--- config.mk ---
export PLATFORM = sky130hd
export DESIGN_NAME = gpm_global_powerdown_mask_regs
export DESIGN_NICKNAME = d
export VERILOG_FILES = /design/src/gpm_pkg.sv /design/src/gpm_global_powerdown_mask_regs.sv
export VERILOG_INCLUDE_DIRS = /design/src
export SDC_FILE = /design/constraint.sdc
export NUM_CORES = 1
export LEC_CHECK = 0
export ABC_AREA = 1
export BUFFER_PORTS_ARGS = -buffer_cell sky130_fd_sc_hd__buf_4
export CAP_MARGIN = 20
export CORE_MARGIN = 2
export CORE_UTILIZATION = 26
export DETAILED_ROUTE_END_ITERATION = 10
export GPL_TIMING_DRIVEN = 0
export PLACE_DENSITY = 0.49
export SYNTH_ARGS = -nofsm -noshare
export SYNTH_HDL_FRONTEND = slang
export SYNTH_SLANG_ARGS = --single-unit
--- constraint.sdc ---
create_clock -name i_ref_clk -period 2.8 [get_ports i_ref_clk]
set_input_delay 0.56 -clock i_ref_clk [delete_from_list [all_inputs] [get_ports i_ref_clk]]
set_output_delay 0.56 -clock i_ref_clk [all_outputs]
set_load 0.02 [all_outputs]
--- src/gpm_defs.svh ---
`ifndef GPM_DEFS_SVH
`define GPM_DEFS_SVH
// ----------------------------------------
// register map
// ----------------------------------------
`define GPM_ADDR_W 7
`define GPM_OFS_PD_MASK 7'h0D
`define GPM_OFS_SYNC_REF 7'h0E
`define GPM_RST_PD_MASK 8'h00
`define GPM_RST_SYNC_REF 8'h00
// ----------------------------------------
// field positions
// ----------------------------------------
`define GPM_BIT_KEEP_CLOCK_BUFFER_ON 3
`define GPM_BIT_KEEP_REFERENCE_AMP_ON 2
`define GPM_BIT_BANDGAP_OFF_IN_SLEEP 1
`define GPM_BIT_SYNC_PIN_FUNCTION 7
// ----------------------------------------
// serial frame: rw, address, data, msb first
// ----------------------------------------
`define GPM_FRAME_BITS 16
`define GPM_CMD_BITS 8
`define GPM_CNT_W 5
`define GPM_CLK_PERIOD_NS 10
`endif

--- src/gpm_pkg.sv ---
package gpm_pkg;
   typedef enum logic [1:0] {
      GPM_AWAKE  = 2'b00,
      GPM_ASLEEP = 2'b01,
      GPM_WAKING = 2'b10
   } gpm_pwr_state_t;
endpackage

--- src/gpm_global_powerdown_mask_regs.sv ---
`timescale 1ns/1ns
`include "gpm_defs.svh"
// Operation
// - mask bit 3 low lets the sampling clock buffer power down in global sleep, high keeps it running.
// - mask bit 2 low lets the reference amplifier power down in global sleep, high keeps it powered.
// - mask bit 1 is inverted: low keeps the bandgap on in global sleep, high switches it off.
// - with the bandgap switched off in sleep the wake-up time after leaving sleep is longer.
// - masks act only during global sleep and reset to zero, so by default buffer and amp sleep, bandgap stays on.
// - an asserted global sleep request powers blocks down as the mask register selects.
// - with the pin function select bit low, a high sync-or-sleep pin enters global sleep under the mask.
module gpm_global_powerdown_mask_regs
   import gpm_pkg::*;
#(
   parameter int WAKE_SHORT_NS = 1000,
   parameter int WAKE_LONG_NS = 100000
) (
   input wire logic i_ref_clk,                  // 100 MHz clock
   input wire logic i_srst,                     // synchronous reset, active high
   input wire logic i_spi_cs_n,                 // serial port select, active low
   input wire logic i_spi_sclk,                 // serial port clock
   input wire logic i_spi_sdi,                  // serial data in
   output logic o_spi_sdo,                      // serial data out
   output logic o_spi_sdo_oe,                   // serial data out enable
   input wire logic i_global_sleep_request,     // global sleep register bit
   input wire logic i_sync_or_sleep_pin,        // shared sync or sleep pin
   output logic o_global_sleep,                 // global sleep in force
   output logic o_clock_buffer_pd,              // sampling clock buffer off
   output logic o_reference_amp_pd,             // reference amplifier off
   output logic o_bandgap_pd,                   // bandgap off
   output logic o_wake_busy,                    // wake-up in progress or asleep
   output logic [7:0] o_sync_ref_select         // sync and reference select register
);
   localparam int WAKE_SHORT_CYC = (WAKE_SHORT_NS + `GPM_CLK_PERIOD_NS - 1) / `GPM_CLK_PERIOD_NS;
   localparam int WAKE_LONG_CYC = (WAKE_LONG_NS + `GPM_CLK_PERIOD_NS - 1) / `GPM_CLK_PERIOD_NS;
   localparam logic [16:0] WAKE_SHORT_LD = 17'(WAKE_SHORT_CYC - 1);
   localparam logic [16:0] WAKE_LONG_LD = 17'(WAKE_LONG_CYC - 1);

   // refuse wake-up spans that the 17-bit counter cannot hold
   if (WAKE_SHORT_CYC < 1 || WAKE_LONG_CYC < WAKE_SHORT_CYC || WAKE_LONG_CYC > 131072) begin
      $error("wake-up times out of range");
   end

   // ----------------------------------------
   // pin synchronisers
   // ----------------------------------------
   logic [3:0] sync1_q;
   logic [3:0] sync2_q;
   logic sclk_d3_q;
   always_ff @(posedge i_ref_clk) begin
      if (i_srst) begin
         sync1_q <= 4'h1;
         sync2_q <= 4'h1;
         sclk_d3_q <= 1'b0;
      end else begin
         sync1_q <= {i_sync_or_sleep_pin, i_spi_sdi, i_spi_sclk, i_spi_cs_n};
         sync2_q <= sync1_q;
         sclk_d3_q <= sync2_q[1];
      end
   end
   logic cs_act;
   logic sclk_rise;
   logic sclk_fall;
   logic sdi_s;
   logic pin_s;
   assign cs_act = ~sync2_q[0];
   assign sclk_rise = cs_act & sync2_q[1] & ~sclk_d3_q;
   assign sclk_fall = cs_act & ~sync2_q[1] & sclk_d3_q;
   assign sdi_s = sync2_q[2];
   assign pin_s = sync2_q[3];

   // ----------------------------------------
   // serial frame decode
   // ----------------------------------------
   logic [`GPM_CNT_W-1:0] cnt_q;
   logic [`GPM_FRAME_BITS-2:0] shift_q;
   logic [7:0] rd_q;
   logic rd_en_q;
   logic wr_commit;
   logic [`GPM_ADDR_W-1:0] wr_addr;
   logic [7:0] wr_data;
   logic [`GPM_ADDR_W-1:0] rd_addr;
   logic [7:0] pd_mask_q;
   logic [7:0] sync_ref_q;
   logic [7:0] rd_val;

   assign wr_commit = sclk_rise && cnt_q == `GPM_CNT_W'(`GPM_FRAME_BITS - 1) && !shift_q[`GPM_FRAME_BITS-2];
   assign wr_addr = shift_q[`GPM_FRAME_BITS-3:7];
   assign wr_data = {shift_q[6:0], sdi_s};
   assign rd_addr = {shift_q[5:0], sdi_s};

   always_comb begin
      unique case (rd_addr)
         `GPM_OFS_PD_MASK: rd_val = pd_mask_q;
         `GPM_OFS_SYNC_REF: rd_val = sync_ref_q;
         default: rd_val = 8'h00;
      endcase
   end

   always_ff @(posedge i_ref_clk) begin
      if (i_srst || !cs_act) begin
         cnt_q <= '0;
         shift_q <= '0;
      end else if (sclk_rise) begin
         cnt_q <= (cnt_q == `GPM_CNT_W'(`GPM_FRAME_BITS - 1)) ? '0 : cnt_q + `GPM_CNT_W'(1);
         shift_q <= {shift_q[`GPM_FRAME_BITS-3:0], sdi_s};
      end
   end

   // read data goes out on falling edges so the master samples it on rising
   always_ff @(posedge i_ref_clk) begin
      if (i_srst || !cs_act) begin
         rd_q <= 8'h00;
         rd_en_q <= 1'b0;
         o_spi_sdo <= 1'b0;
      end else if (sclk_rise && cnt_q == `GPM_CNT_W'(`GPM_CMD_BITS - 1)) begin
         rd_q <= rd_val;
         rd_en_q <= shift_q[6];
      end else if (sclk_rise && cnt_q == `GPM_CNT_W'(`GPM_FRAME_BITS - 1)) begin
         rd_en_q <= 1'b0;
      end else if (sclk_fall && rd_en_q) begin
         o_spi_sdo <= rd_q[7];
         rd_q <= {rd_q[6:0], 1'b0};
      end
   end
   assign o_spi_sdo_oe = rd_en_q;

   // ----------------------------------------
   // registers
   // ----------------------------------------
   always_ff @(posedge i_ref_clk) begin
      if (i_srst) begin
         pd_mask_q <= `GPM_RST_PD_MASK;
         sync_ref_q <= `GPM_RST_SYNC_REF;
      end else if (wr_commit && wr_addr == `GPM_OFS_PD_MASK) begin
         pd_mask_q <= wr_data;
      end else if (wr_commit && wr_addr == `GPM_OFS_SYNC_REF) begin
         sync_ref_q <= wr_data;
      end
   end
   assign o_sync_ref_select = sync_ref_q;

   // ----------------------------------------
   // power-down control
   // ----------------------------------------
   logic sleep_d;
   assign sleep_d = i_global_sleep_request | (pin_s & ~sync_ref_q[`GPM_BIT_SYNC_PIN_FUNCTION]);

   // reserved mask bits are not looked at
   always_ff @(posedge i_ref_clk) begin
      if (i_srst) begin
         o_global_sleep <= 1'b0;
         o_clock_buffer_pd <= 1'b0;
         o_reference_amp_pd <= 1'b0;
         o_bandgap_pd <= 1'b0;
      end else begin
         o_global_sleep <= sleep_d;
         o_clock_buffer_pd <= sleep_d & ~pd_mask_q[`GPM_BIT_KEEP_CLOCK_BUFFER_ON];
         o_reference_amp_pd <= sleep_d & ~pd_mask_q[`GPM_BIT_KEEP_REFERENCE_AMP_ON];
         o_bandgap_pd <= sleep_d & pd_mask_q[`GPM_BIT_BANDGAP_OFF_IN_SLEEP];
      end
   end

   // ----------------------------------------
   // wake-up timer
   // ----------------------------------------
   gpm_pwr_state_t state_q;
   logic [16:0] wake_cnt_q;
   always_ff @(posedge i_ref_clk) begin
      if (i_srst) begin
         state_q <= GPM_AWAKE;
         wake_cnt_q <= '0;
      end else begin
         unique case (state_q)
            GPM_AWAKE: begin
               if (sleep_d) begin
                  state_q <= GPM_ASLEEP;
               end
            end
            GPM_ASLEEP: begin
               if (!sleep_d) begin
                  state_q <= GPM_WAKING;
                  wake_cnt_q <= o_bandgap_pd ? WAKE_LONG_LD : WAKE_SHORT_LD;
               end
            end
            GPM_WAKING: begin
               if (sleep_d) begin
                  state_q <= GPM_ASLEEP;
               end else if (wake_cnt_q == '0) begin
                  state_q <= GPM_AWAKE;
               end else begin
                  wake_cnt_q <= wake_cnt_q - 17'h00001;
               end
            end
            default: state_q <= GPM_AWAKE;
         endcase
      end
   end
   assign o_wake_busy = (state_q != GPM_AWAKE);

   // ----------------------------------------
   // checks
   // ----------------------------------------
   a_clkbuf_sleeps: assert property (@(posedge i_ref_clk) disable iff (i_srst)
      i_global_sleep_request && !pd_mask_q[`GPM_BIT_KEEP_CLOCK_BUFFER_ON] |=> o_clock_buffer_pd)
      else $error("clock buffer not powered down");
   a_clkbuf_kept_on: assert property (@(posedge i_ref_clk) disable iff (i_srst)
      pd_mask_q[`GPM_BIT_KEEP_CLOCK_BUFFER_ON] |=> !o_clock_buffer_pd)
      else $error("masked clock buffer powered down");
   a_refamp_sleeps: assert property (@(posedge i_ref_clk) disable iff (i_srst)
      i_global_sleep_request && !pd_mask_q[`GPM_BIT_KEEP_REFERENCE_AMP_ON] |=> o_reference_amp_pd)
      else $error("reference amp not powered down");
   a_refamp_kept_on: assert property (@(posedge i_ref_clk) disable iff (i_srst)
      pd_mask_q[`GPM_BIT_KEEP_REFERENCE_AMP_ON] |=> !o_reference_amp_pd)
      else $error("masked reference amp powered down");
   a_bandgap_off: assert property (@(posedge i_ref_clk) disable iff (i_srst)
      i_global_sleep_request && pd_mask_q[`GPM_BIT_BANDGAP_OFF_IN_SLEEP] |=> o_bandgap_pd)
      else $error("bandgap not switched off");
   a_bandgap_stays: assert property (@(posedge i_ref_clk) disable iff (i_srst)
      !pd_mask_q[`GPM_BIT_BANDGAP_OFF_IN_SLEEP] |=> !o_bandgap_pd)
      else $error("bandgap switched off while kept on");
   a_awake_all_on: assert property (@(posedge i_ref_clk) disable iff (i_srst)
      !sleep_d |=> !o_clock_buffer_pd && !o_reference_amp_pd && !o_bandgap_pd)
      else $error("block powered down outside sleep");
   a_request_sleeps: assert property (@(posedge i_ref_clk) disable iff (i_srst)
      i_global_sleep_request |=> o_global_sleep && o_wake_busy)
      else $error("sleep request ignored");
   a_pin_sleeps: assert property (@(posedge i_ref_clk) disable iff (i_srst)
      pin_s && !sync_ref_q[`GPM_BIT_SYNC_PIN_FUNCTION] |=> o_global_sleep)
      else $error("sleep pin ignored");
   a_long_wake: assert property (@(posedge i_ref_clk) disable iff (i_srst)
      state_q == GPM_ASLEEP && !sleep_d && o_bandgap_pd |=> wake_cnt_q == WAKE_LONG_LD && o_wake_busy)
      else $error("long wake-up not loaded");
endmodule

### Word level (Yosys, flattened, before mapping)

Index checks and enable logic that the tools add are counted.

| word-level totals | value |
|---|---|
| bits of input ports | 7 |
| output and inout bits | 15 |
| register bits after elaboration | 78 |

| cells by class | value |
|---|---|
| bitwise logic cells | 18 |
| mux-type cells | 17 |
| add/subtract/negate cells | 2 |
| reduce and logical (&&, ||, !) cells | 19 |
| equality and inequality tests | 14 |

Operators with widths:

| cell | number |
|---|---|
| $mux W17 | 3 |
| $pmux W17 S2 | 1 |
| $eq A7 B4 Y1 const B | 4 |
| $mux W8 | 3 |
| $logic_not A17 Y1 | 1 |
| $sub A17 B1 Y17 const B | 1 |
| $pmux W8 S2 | 1 |
| $mux W14 | 1 |
| $not A1 Y1 | 9 |
| $and A1 B1 Y1 | 8 |
| $mux W2 | 4 |
| $ne A2 B2 Y1 const B | 4 |
| $reduce_bool A2 Y1 | 4 |
| $logic_and A1 B1 Y1 | 6 |
| $pmux W2 S3 | 1 |
| $reduce_and A3 Y1 | 2 |
| $add A5 B1 Y5 const B | 1 |
| $eq A5 B3 Y1 const B | 1 |
| $eq A5 B4 Y1 const B | 1 |
| $mux W5 | 1 |
| $reduce_and A2 Y1 | 2 |
| $reduce_and A4 Y1 | 1 |
| $ne A3 B3 Y1 const B | 1 |
| $eq A2 B1 Y1 const B | 1 |
| other kinds (7) | 8 |

### Logic depth before layout (Yosys ltp)

Gate-level depths: netlist of run 1.

| logic depth | value |
|---|---|
| depth after elaboration | 8 |
| gate-level depth with buffers | 10 |

### Least setup slack after synthesis of run 1

Ideal clock, no wire load.

| timing | value |
|---|---|
| path type | input-to-reg |
| start | input port i_global_sleep_request |
| end | register wake_cnt_q[6] |
| arrival time | 1352 ps |
| setup time | 116 ps |
| stages on the path | 8 |
| setup slack | 1332 ps |
| cells stage by stage | a21oi_1 nor2b_1 buf_4 nand2_4 inv_2 nand2_2 nor2_1 nor2_1 |

| between the ends | value |
|---|---|
| word-level cells in the longest chain between the ends | 3 |
| elaborated cells between the ends (all ways) | 4 |
| those cells by class | 2 x eq/ne; 1 x bitwise; 1 x reduce/logical |

Ends and longest elaborated chain:

| what | RTL line | source |
|---|---|---|
| from (decl) | gpm_global_powerdown_mask_regs.sv:24 | `input wire logic i_global_sleep_request,` |
| $or A1 B1 Y1 * | gpm_global_powerdown_mask_regs.sv:146 | `` assign sleep_d = i_global_sleep_request \| (pin_s & ~sync_ref_q[`GPM_BIT_SYNC_PIN_FUNCTION]); `` |
| $ne A2 B2 Y1 (no source line) | - |  |
| $reduce_and A4 Y1 (no source line) * | - |  |
| to (signal assigned) | gpm_global_powerdown_mask_regs.sv:182 | `wake_cnt_q <= o_bandgap_pd ? WAKE_LONG_LD : WAKE_SHORT_LD;` |
| to (signal assigned) | gpm_global_powerdown_mask_regs.sv:191 | `wake_cnt_q <= wake_cnt_q - 17'h00001;` |
| to (decl) | gpm_global_powerdown_mask_regs.sv:167 | `logic [16:0] wake_cnt_q;` |

Every way passes the cells marked *; elsewhere a longest branch is shown, timed or not.
A chain may end at the register's enable or synchronous reset.

### Final worst setup path of run 1

| timing | value |
|---|---|
| start | register cnt_q[0] |
| end | register pd_mask_q[1] |

| between the ends | value |
|---|---|
| word-level cells in the longest chain between the ends | 4 |

Ends and longest elaborated chain:

| what | RTL line | source |
|---|---|---|
| from (decl) | gpm_global_powerdown_mask_regs.sv:74 | `` logic [`GPM_CNT_W-1:0] cnt_q; `` |
| from (signal assigned) | gpm_global_powerdown_mask_regs.sv:104 | `` cnt_q <= (cnt_q == `GPM_CNT_W'(`GPM_FRAME_BITS - 1)) ? '0 : cnt_q + `GPM_CNT_W'(1); `` |
| $eq A5 B4 Y1 | gpm_global_powerdown_mask_regs.sv:86 | `` assign wr_commit = sclk_rise && cnt_q == `GPM_CNT_W'(`GPM_FRAME_BITS - 1) && !shift_q[`GPM_FRAME_BITS-2]; `` |
| $logic_and A1 B1 Y1 (2 in a row) | gpm_global_powerdown_mask_regs.sv:86 |  |
| $logic_and A1 B1 Y1 (no source line) | - |  |
| to (signal assigned) | gpm_global_powerdown_mask_regs.sv:132 | `` pd_mask_q <= `GPM_RST_PD_MASK; `` |
| to (signal assigned) | gpm_global_powerdown_mask_regs.sv:135 | `pd_mask_q <= wr_data;` |
| to (decl) | gpm_global_powerdown_mask_regs.sv:82 | `logic [7:0] pd_mask_q;` |

No other way between the ends.

==> results of run 1 <==
## placed cells by master (no fill, tap or decap), drive strengths merged, types with 2 or more instances in the layout
cell type / netlist / routed
nand3: 51 / 51
nand2: 91 / 91
o21ai: 41 / 41
inv: 66 / 66
nor4: 2 / 2
a21oi: 34 / 34
a211oi: 2 / 2
clkinvlp: 0 / 2
clkinv: 2 / 4
nor3: 6 / 6
or2: 4 / 4
ha: 2 / 2
nor2: 96 / 96
clkbuf: 5 / 15
nand4: 6 / 6
dfxtp: 78 / 78
bufinv: 0 / 2
buf: 9 / 30
## layout make-up
type / count / area (um2)
inverters: 68 / 255
clock buffers: 10 / 239
fillers: 1433 / 8990
repair buffers: 21 / 158
well taps: 176 / 220
clock inverters: 6 / 85.1
flip-flops and latches: 78 / 1560
plain buffers: 14 / 83.8
multi-input cells: 339 / 1600
## state kept, by name, summed over array words and instances, names as in the netlist, 2 cells and up
name / flops
state_q: 2
sync2_q: 4
cnt_q: 5
shift_q: 15
sync1_q: 4
pd_mask_q: 8
rd_q: 8
o_sync_ref_select: 8
wake_cnt_q: 17
## cells by family after synthesis
kind of cell	after synthesis	share of synthesized area (%)
AOI/OAI and AO/OA	78	11.4
xor gates and xnor gates	1	0.250
adders and majority gates	2	0.714
buffers and inverters	82	9.68
DFF	78	44.6
and+or+nand+nor	258	33.4
## power groups by stage
stage,clock network [mW],registers (mW),logic (mW)
floorplan,0,1.17,0.193
global placement,0,1.17,0.259
detailed placement,0,1.18,0.258
CTS,1.31,1.15,0.260
global route,1.36,1.15,0.296
finish,1.28,1.15,0.258
## routing by layer
metal | track usage (%) | part of all wire (%) | routed length (um)
met5 | 0 | 0 | 0
met4 | 4.19 | 1.2 | 106
met3 | 3.61 | 3.0 | 255
met2 | 21.7 | 48 | 4130
met1 | 15.2 | 48 | 4060
## synthesized netlist by cell type, types with 3 or more instances
| master | number | area [um2] |
|---|---|---|
| nand3_1 | 48 | 240 |
| nand2_2 | 4 | 25.0 |
| o21ai_1 | 6 | 30.0 |
| buf_6 | 3 | 33.8 |
| o21ai_0 | 35 | 175 |
| nor3_1 | 4 | 20.0 |
| clkbuf_1 | 5 | 18.8 |
| inv_2 | 3 | 11.3 |
| inv_1 | 63 | 236 |
| nor2_2 | 6 | 37.5 |
| nand4_1 | 6 | 37.5 |
| nor2_4 | 3 | 33.8 |
| a21oi_1 | 34 | 170 |
| nor2_1 | 87 | 327 |
| buf_2 | 4 | 20.0 |
| dfxtp_1 | 78 | 1560 |
| or2_2 | 3 | 18.8 |
| nand2_1 | 86 | 323 |
## worst register-to-register path, delay by kind of cell (launching register included)
family | cells | cell delay (ps)
fa+ha+maj | 1 | 180
flops | 1 | 360
buf+inv | 1 | 220
simple gates | 7 | 880
## final timing paths
kind | start | endpoint | slack [ps] | depth (start not counted)
hold / removal | sync1_q[3] | sync2_q[3] | 400 | 2
setup / recovery | cnt_q[0] | pd_mask_q[1] | 1060 | 9
setup reg to reg | cnt_q[0] | pd_mask_q[1] | 1060 | 9
hold reg to reg | sync1_q[3] | sync2_q[3] | 400 | 2
==> impl_metrics.py, run 1 <==
metrics = {
    "power": {
        "intPower_mw": 2.02,
        "p_total_mw": 2.68,
        "ir_drop_uv": 299,
        "switching_share_pct": 24.8,
        "p_sw_mw": 0.666,
        "seq_power_share_pct": 42.9,
        "pwr-share-clk_pct": 47.5,
        "p_leak_nw": 1.80,
        "pwr-share-comb_pct": 9.6,
        "p_per_area_nw_per_um2": 639,
    },
    "detailed_routing": {
        "drt_iter0_markers": 171,
        "first_pass_iters": 4,
        "wl_per_cell_um": 12.0,
        "wl_um": 8550,
        "via_per_inst": 4.34,
        "dr_total_vias": 3087,
        "ant_nets": 0,
        "drcViolationCount": 0,
    },
    "synthesis": {
        "postSynthAreaPerCell_um2": 7.02,
        "syn-cell-area_um2": 3500,
        "synth_warnings": 0,
        "ys_seq_elements": 78,
        "syn_nets": 508,
        "async_flop_share_pct": 0,
        "yosysUniqueCellTypes": 34,
        "synthCells": 499,
        "synth_ff_type": "dfxtp_1",
        "ys_seq_area_share_pct": 44.6,
        "synth-edff-count": 0,
    },
    "outcome": {
        "status": "complete, no violations",
    },
    "cts": {
        "tritoncts": "yes",
        "clock_latency_ps": 340,
        "numCtsBuffers": 9,
        "post_cts_buffers": 0,
        "ctsHoldBuffers": 0,
        "clockBufferDepth": 2,
        "cts.sinks": 78,
        "cts.clk_slew.worst_paths_ps": 60,
        "cts_max_level": 3,
        "ctsResizeCount": 0,
        "clockRootBuffer": "clkbuf_16",
    },
    "global_route": {
        "grt_pass1_wl_um": 14300,
        "grt_use_total_pct": 12.7,
        "antenna_found_initial": 0,
        "grt_pass1_vias": 2979,
        "grt_start_max_net_pins": 14,
        "overflow": 0,
    },
    "final_layout": {
        "diodes": 0,
        "layout.cells.non_filler": 712,
        "fin_nets": 540,
        "design_area_um2": 4200,
        "area_growth_pct": 20.0,
        "drive_above_1_share_pct": 13.1,
        "final_util_pct": 31.9,
    },
    "placed_design": {
        "port_buffers": 21,
        "pre_cts_slack_ps": 968,
        "dp_cells": 696,
        "hpwl_um": 6210,
        "place_area_um2": 3880,
        "gp_congestion": 0.815,
    },
    "floorplan": {
        "start_util_pct": 26.6,
        "coreArea_um2": 13200,
        "die_h_um": 120,
        "die-area_um2": 14400,
        "pin_count": 22,
        "rows": 42,
        "die_w_um": 120,
    },
    "timing": {
        "finalMaxSlewViolations": 0,
        "clock_skew_ps": 3.46,
        "rsz0062_at_grt": "no",
        "hold_viol": 0,
        "setup_viol": 0,
        "max_slew_margin_pct": 63.3,
        "whs_ps": 404,
        "finalCriticalPeriod_ps": 1740,
        "finalSetupTns_ps": 0,
        "fmax_mhz": 575,
        "setup_ws_ps": 1060,
        "post-route-period-util_pct": 62.1,
        "tightestPinTransition_ps": 549,
    },
    "setup_path": {
        "cp-start-kind": "register",
        "critPathCaptureType": "register",
        "crit_type": "register to register",
        "cp_top_family": "simple AND/OR/NAND/NOR gates",
        "crit_required_ps": 3030,
        "cp.arrival_ps": 1970,
        "crit_fanout": 10,
        "crit_path_max_incr_delay_ps": 360,
        "cp_slowest_cell": "dfxtp_1",
        "critPathBufInv": 1,
        "path_cells": "ha_1 -> nand2_1 -> nor2_2 -> nand2_1 -> nor2_2 -> nand3_2 -> buf_6 -> nor2_1 -> nor2_1",
    },
    "min_path": {
        "hold_class": "register to register",
    },
    "job": {
        "cap_violations": 0,
    },
}
No activity file was read; power rests on OpenSTA's default activity.
==> run 2: changes to the inputs <==
Settings changed: PLACE_DENSITY 0.49 to 0.5.
Clock period 2.8 ns to 1.6 ns, I/O delays scaled along.
==> run 2 against run 1 <==
Non-clock buffer count up 16; die area stayed put; register-to-register slack got worse by 960 ps; first-iteration DRC count shrank 4.1%; worst setup slack got worse by 960 ps; via count grew 5.0%; largest power group is now registers; sequential share of layout area fell by 2.0 points; maximum frequency grew 16%.
==> impl_metrics.py, run 2 (same netlist as run 1, synthesis figures left out) <==
metrics = {
    "setup_path": {
        "cp_common_cell": "nor2_4",
        "cp_slowest_cell": "dfxtp_1",
        "path_cells": "nand2_2 -> nor2_4 -> inv_2 -> nor2_4 -> buf_2 -> nand3_1 -> o21ai_1 -> a21oi_1",
        "critPathCaptureType": "register",
        "timing.critical_path.from": "sync2_q[1]",
        "cp-start-kind": "register",
        "r2r-end": "rd_q[6]",
        "crit_type": "register to register",
        "crit_path_max_incr_delay_ps": 360,
        "crit_fanout": 10,
        "reg2reg_from": "sync2_q[1]",
        "crit_required_ps": 1830,
        "reg2reg_slack_ps": 100,
        "cp_top_family": "simple AND/OR/NAND/NOR gates",
        "cp.arrival_ps": 1730,
        "r2r_cells": 8,
        "critPathBufInv": 2,
    },
    "power": {
        "ir_drop_uv": 485,
        "pwr-share-clk_pct": 43.4,
        "p_leak_nw": 1.88,
        "p_sw_mw": 1.17,
        "seq_power_share_pct": 44.0,
        "pwr-share-comb_pct": 12.6,
        "p_per_area_nw_per_um2": 1030,
        "intPower_mw": 3.41,
        "switching_share_pct": 25.5,
    },
    "floorplan": {
        "start_util_pct": 26.6,
        "pin_count": 22,
        "rows": 42,
        "coreArea_um2": 13200,
        "die_w_um": 120,
        "die_h_um": 120,
        "die-area_um2": 14400,
    },
    "timing": {
        "finalCriticalPeriod_ps": 1500,
        "hold_viol": 0,
        "max_slew_margin_pct": 65.6,
        "finalMaxSlewViolations": 0,
        "tightestPinTransition_ps": 516,
        "clock_skew_ps": 4.96,
        "post-route-period-util_pct": 93.8,
        "setup_viol": 0,
        "fmax_mhz": 666,
    },
    "detailed_routing": {
        "ant_nets": 0,
        "wl_um": 8980,
        "dr_total_vias": 3240,
        "first_pass_iters": 4,
        "drcViolationCount": 0,
        "via_per_inst": 4.45,
        "wl_per_cell_um": 12.3,
        "drt_iter0_markers": 164,
    },
    "cts": {
        "cts.clk_slew.worst_paths_ps": 60,
        "tritoncts": "yes",
        "cts_max_level": 3,
        "clockBufferDepth": 2,
        "clockRootBuffer": "clkbuf_16",
        "cts.sinks": 78,
        "clock_latency_ps": 340,
        "numCtsBuffers": 9,
    },
    "global_route": {
        "overflow": 0,
        "grt_start_max_net_pins": 13,
        "grt_use_total_pct": 13.2,
        "grt_pass1_vias": 3144,
        "antenna_found_initial": 0,
        "grt_pass1_wl_um": 15000,
    },
    "final_layout": {
        "multiInputGateArea_um2": 1750,
        "layout.cells.non_filler": 728,
        "fillers": 1399,
        "drive_above_1_share_pct": 18.7,
        "diodes": 0,
        "largest_reg_flops": 17,
        "area_growth_pct": 27.3,
        "fin_nets": 556,
        "reg_top3": "wake_cnt_q (17), shift_q (15)",
        "design_area_um2": 4460,
        "max_flop_register": "wake_cnt_q",
        "final_cell_mix": "82 x nand2_1, 82 x nor2_1, 75 x dfxtp_1",
        "regArea_um2": 1570,
    },
    "min_path": {
        "holdPathStages": 2,
        "hold_path_end": "sync1_q[0]",
        "min_from": "i_spi_cs_n",
        "hold_class": "primary input to register",
    },
    "placed_design": {
        "gp_congestion": 0.792,
        "dp_cells": 696,
        "place_area_um2": 3880,
        "port_buffers": 21,
        "hpwl_um": 6270,
    },
    "job": {
        "cap_violations": 0,
    },
    "outcome": {
        "status": "complete, no violations",
    },
}
## run 2: changes by cell type in the layout (fill, tap and decap cells not counted), moves of 3 or more
| cell | change |
|---|---|
| dfxtp_1 | -3 |
| o21ai_1 | +3 |
| nor2_1 | -5 |
| nand2_1 | -4 |
| buf_4 | +13 |
| clkbuf_1 | +3 |
| o21ai_0 | -3 |
| nor2_4 | +6 |
## run 2: metal layers
metal	track usage (%)	up-vias	routed length, um
met5	0	-	0
met4	5.07	0	183
met3	3.28	16	372
met2	22.5	58	4440
met1	15.9	1471	3980
li1	-	1695	-
## run 2: worst max-delay path by stage
stage                           end  cells after the start
3_3_place_gp   o_sync_ref_select[3]                      9
5_1_grt        o_sync_ref_select[2]                      7
6_report                    rd_q[6]                      8
2_1_floorplan         wake_cnt_q[6]                      9
4_1_cts                pd_mask_q[1]                      9
3_5_place_dp           pd_mask_q[1]                      9
## run 2: what timing repair did
action                                  CTS  global route
resized for setup                        11            37
endpoints found under the setup margin   33            38
hold buffers                              0             0
setup buffers                             6             8
pin swaps                                 4             9
gates cloned                              2             0
## run 2: stage by stage
step,setup slack (ps),utilization (%),hold slack [ps],setup TNS [ps],power [mW]
after floorplan,157,-,388,0,2.39
after global placement,-106,29.4,398,-1910,2.50
after detailed placement,-134,29.4,399,-2910,2.51
after CTS,-2.46,32.3,160,-2.46,4.53
after global routing,-7.32,33.8,156,-9.07,4.81
final,99.0,33.8,168,0,4.58
## run 2: power by group through the flow
stage                     Clock, mW  Sequential (mW)  Combinational, mW
after floorplan                   0             2.05              0.338
after global placement            0             2.06              0.449
after detailed placement          0             2.06              0.457
after CTS                      2.05             2.01              0.471
after global routing           2.14             2.02              0.645
final                          1.99             2.01              0.575
## run 2: final cells by class
class / instances / area share, %
multi-input cells: 339 / 39.2
flip-flops and latches: 78 / 35.2
repair buffers: 37 / 6.40
inverters: 68 / 5.84
clock buffers: 12 / 5.31
well taps: 176 / 4.94
plain buffers: 14 / 2.05
clock inverters: 4 / 1.07
==> run 3: changes to the inputs <==
Settings changed: CORE_UTILIZATION 26 to 60, PLACE_DENSITY 0.5 to 0.87.
Clock period 1.6 ns to 1.7 ns, I/O delays scaled along.
==> run 3 against run 2 <==
First-iteration DRC count increased to 2.6 times the previous value; largest power group unchanged; utilization increased by 41 points; largest cell class unchanged; maximum frequency decreased by 10%; worst setup slack got worse by 71 ps.
==> impl_metrics.py, run 3 (same netlist as run 1, synthesis figures left out) <==
metrics = {
    "timing": {
        "whs_ps": 187,
        "setup_viol": 0,
        "setup_ws_ps": 27.7,
        "finalSetupTns_ps": 0,
        "tightestPinTransition_ps": 522,
        "post-route-period-util_pct": 98.4,
        "rsz0062_at_grt": "yes",
        "clock_skew_ps": 15.0,
        "finalMaxSlewViolations": 0,
        "finalCriticalPeriod_ps": 1670,
        "max_slew_margin_pct": 64.9,
        "fmax_mhz": 598,
        "hold_viol": 0,
    },
    "placed_design": {
        "hpwl_um": 5770,
        "gp_congestion": 0.904,
        "port_buffers": 21,
        "place_area_um2": 3750,
        "pre_cts_slack_ps": -27.2,
    },
    "detailed_routing": {
        "dr_total_vias": 3493,
        "via_per_inst": 5.63,
        "first_pass_iters": 5,
        "wl_um": 8710,
        "drt_iter0_markers": 427,
        "wl_per_cell_um": 14.0,
        "ant_nets": 0,
        "drcViolationCount": 0,
    },
    "setup_path": {
        "path_cells": "ha_2 -> nand2_2 -> nor2_4 -> nand2_2 -> nor2_4 -> nand3_4 -> buf_6 -> nor2_1 -> nor2_1",
        "crit_type": "register to register",
        "crit_required_ps": 1940,
        "critPathBufInv": 1,
        "cp.arrival_ps": 1910,
        "cp_top_family": "simple AND/OR/NAND/NOR gates",
        "cp-start-kind": "register",
        "crit_path_max_incr_delay_ps": 350,
        "crit_fanout": 6,
        "cp_slowest_cell": "dfxtp_2",
        "critPathCaptureType": "register",
    },
    "cts": {
        "numCtsBuffers": 9,
        "cts_max_level": 3,
        "cts.sinks": 78,
        "tritoncts": "yes",
        "clockBufferDepth": 2,
        "ctsHoldBuffers": 0,
        "cts.clk_slew.worst_paths_ps": 80,
        "clock_latency_ps": 350,
        "clockRootBuffer": "clkbuf_8",
    },
    "final_layout": {
        "largest_reg_flops": 17,
        "max_flop_register": "wake_cnt_q",
        "drive_above_1_share_pct": 17.2,
        "final_cell_mix": "83 x nand2_1, 82 x nor2_1, 76 x dfxtp_1",
        "area_growth_pct": 18.3,
        "design_area_um2": 4140,
        "layout_commonest_cell": "nand2_1",
        "fin_nets": 552,
        "final_util_pct": 74.3,
        "fillers": 415,
        "reg_top3": "wake_cnt_q (17), shift_q (15)",
        "diodes": 0,
    },
    "power": {
        "p_per_area_nw_per_um2": 927,
        "ir_drop_uv": 821,
        "p_leak_nw": 1.81,
    },
    "floorplan": {
        "pin_count": 22,
        "coreArea_um2": 5570,
        "rows": 27,
        "start_util_pct": 62.8,
        "die_w_um": 80.4,
        "die_h_um": 80.4,
        "die-area_um2": 6460,
    },
    "outcome": {
        "status": "complete, no violations",
    },
    "global_route": {
        "top_usage_layer": "met2",
        "overflow": 0,
        "grt_pass1_wl_um": 13300,
        "grt_use_total_pct": 26.8,
        "met3_usage_pct": 4.83,
        "grt_start_max_net_pins": 13,
        "met2_usage_pct": 43.8,
        "grt_pass1_vias": 3010,
        "use_met1_pct": 34.3,
        "antenna_found_initial": 0,
    },
    "job": {
        "cap_violations": 0,
    },
    "min_path": {
        "hold_class": "primary input to register",
    },
}
[run 3: changes by cell type in the layout (fill, tap and decap cells not counted), moves of 2 or more]
cell	delta
clkbuf_16	-9
inv_1	+2
nor2_2	+2
o21ai_0	+3
nand2_4	-2
nand2_2	+2
o21ai_1	-3
nor2_4	-2
clkbuf_8	+11
buf_4	-4
[run 3: final cells by class]
| cell class | count | area, um2 | share of cell area [%] |
|---|---|---|---|
| multi-input cells | 339 | 1690 | 40.7 |
| clock buffers | 13 | 159 | 3.83 |
| clock inverters | 3 | 42.5 | 1.03 |
| repair buffers | 33 | 262 | 6.31 |
| plain buffers | 14 | 83.8 | 2.02 |
| inverters | 68 | 255 | 6.16 |
| flip-flops and latches | 78 | 1560 | 37.7 |
| well taps | 72 | 90.1 | 2.17 |
[run 3: timing repair]
| action | in CTS | in global routing |
|---|---|---|
| cloned | 0 | 2 |
| pin swaps | 0 | 5 |
| hold endpoints to repair | 0 | 0 |
| resized for setup | 2 | 22 |
| setup buffers | 0 | 10 |
| endpoints found under the setup margin | 12 | 35 |
[run 3: worst paths after layout]
check / slack, ps / from / endpoint / depth (start not counted)
max: 30 / cnt_q[0] / o_sync_ref_select[0] / 9
min: 190 / i_spi_cs_n / sync1_q[0] / 2
max reg2reg: 30 / cnt_q[0] / o_sync_ref_select[0] / 9
min reg2reg: 410 / sync1_q[2] / sync2_q[2] / 2
[run 3: where the power goes]
part	total (mW)	switching [mW]	internal, mW	leakage [nW]
Combinational	0.538	0.331	0.207	1.08
Clock	1.41	0.651	0.758	0.0996
Sequential	1.90	0.0308	1.86	0.633
Total	3.84	1.01	2.83	1.81
[run 3: per-layer routing]
layer | share of wire [%] | routed length (um) | vias to the layer above
met4 | 3.0 | 264 | 0
met3 | 7.5 | 652 | 33
met2 | 47 | 4130 | 179
met1 | 42 | 3660 | 1599
met5 | 0 | 0 | -
li1 | - | - | 1682
[run 3: through the flow]
step | power [mW] | std cells
final | 3.84 | 620
after global routing | 3.99 | 620
after floorplan | 2.25 | 499
after CTS | 3.74 | 608
after global placement | 2.34 | 592
after detailed placement | 2.36 | 592
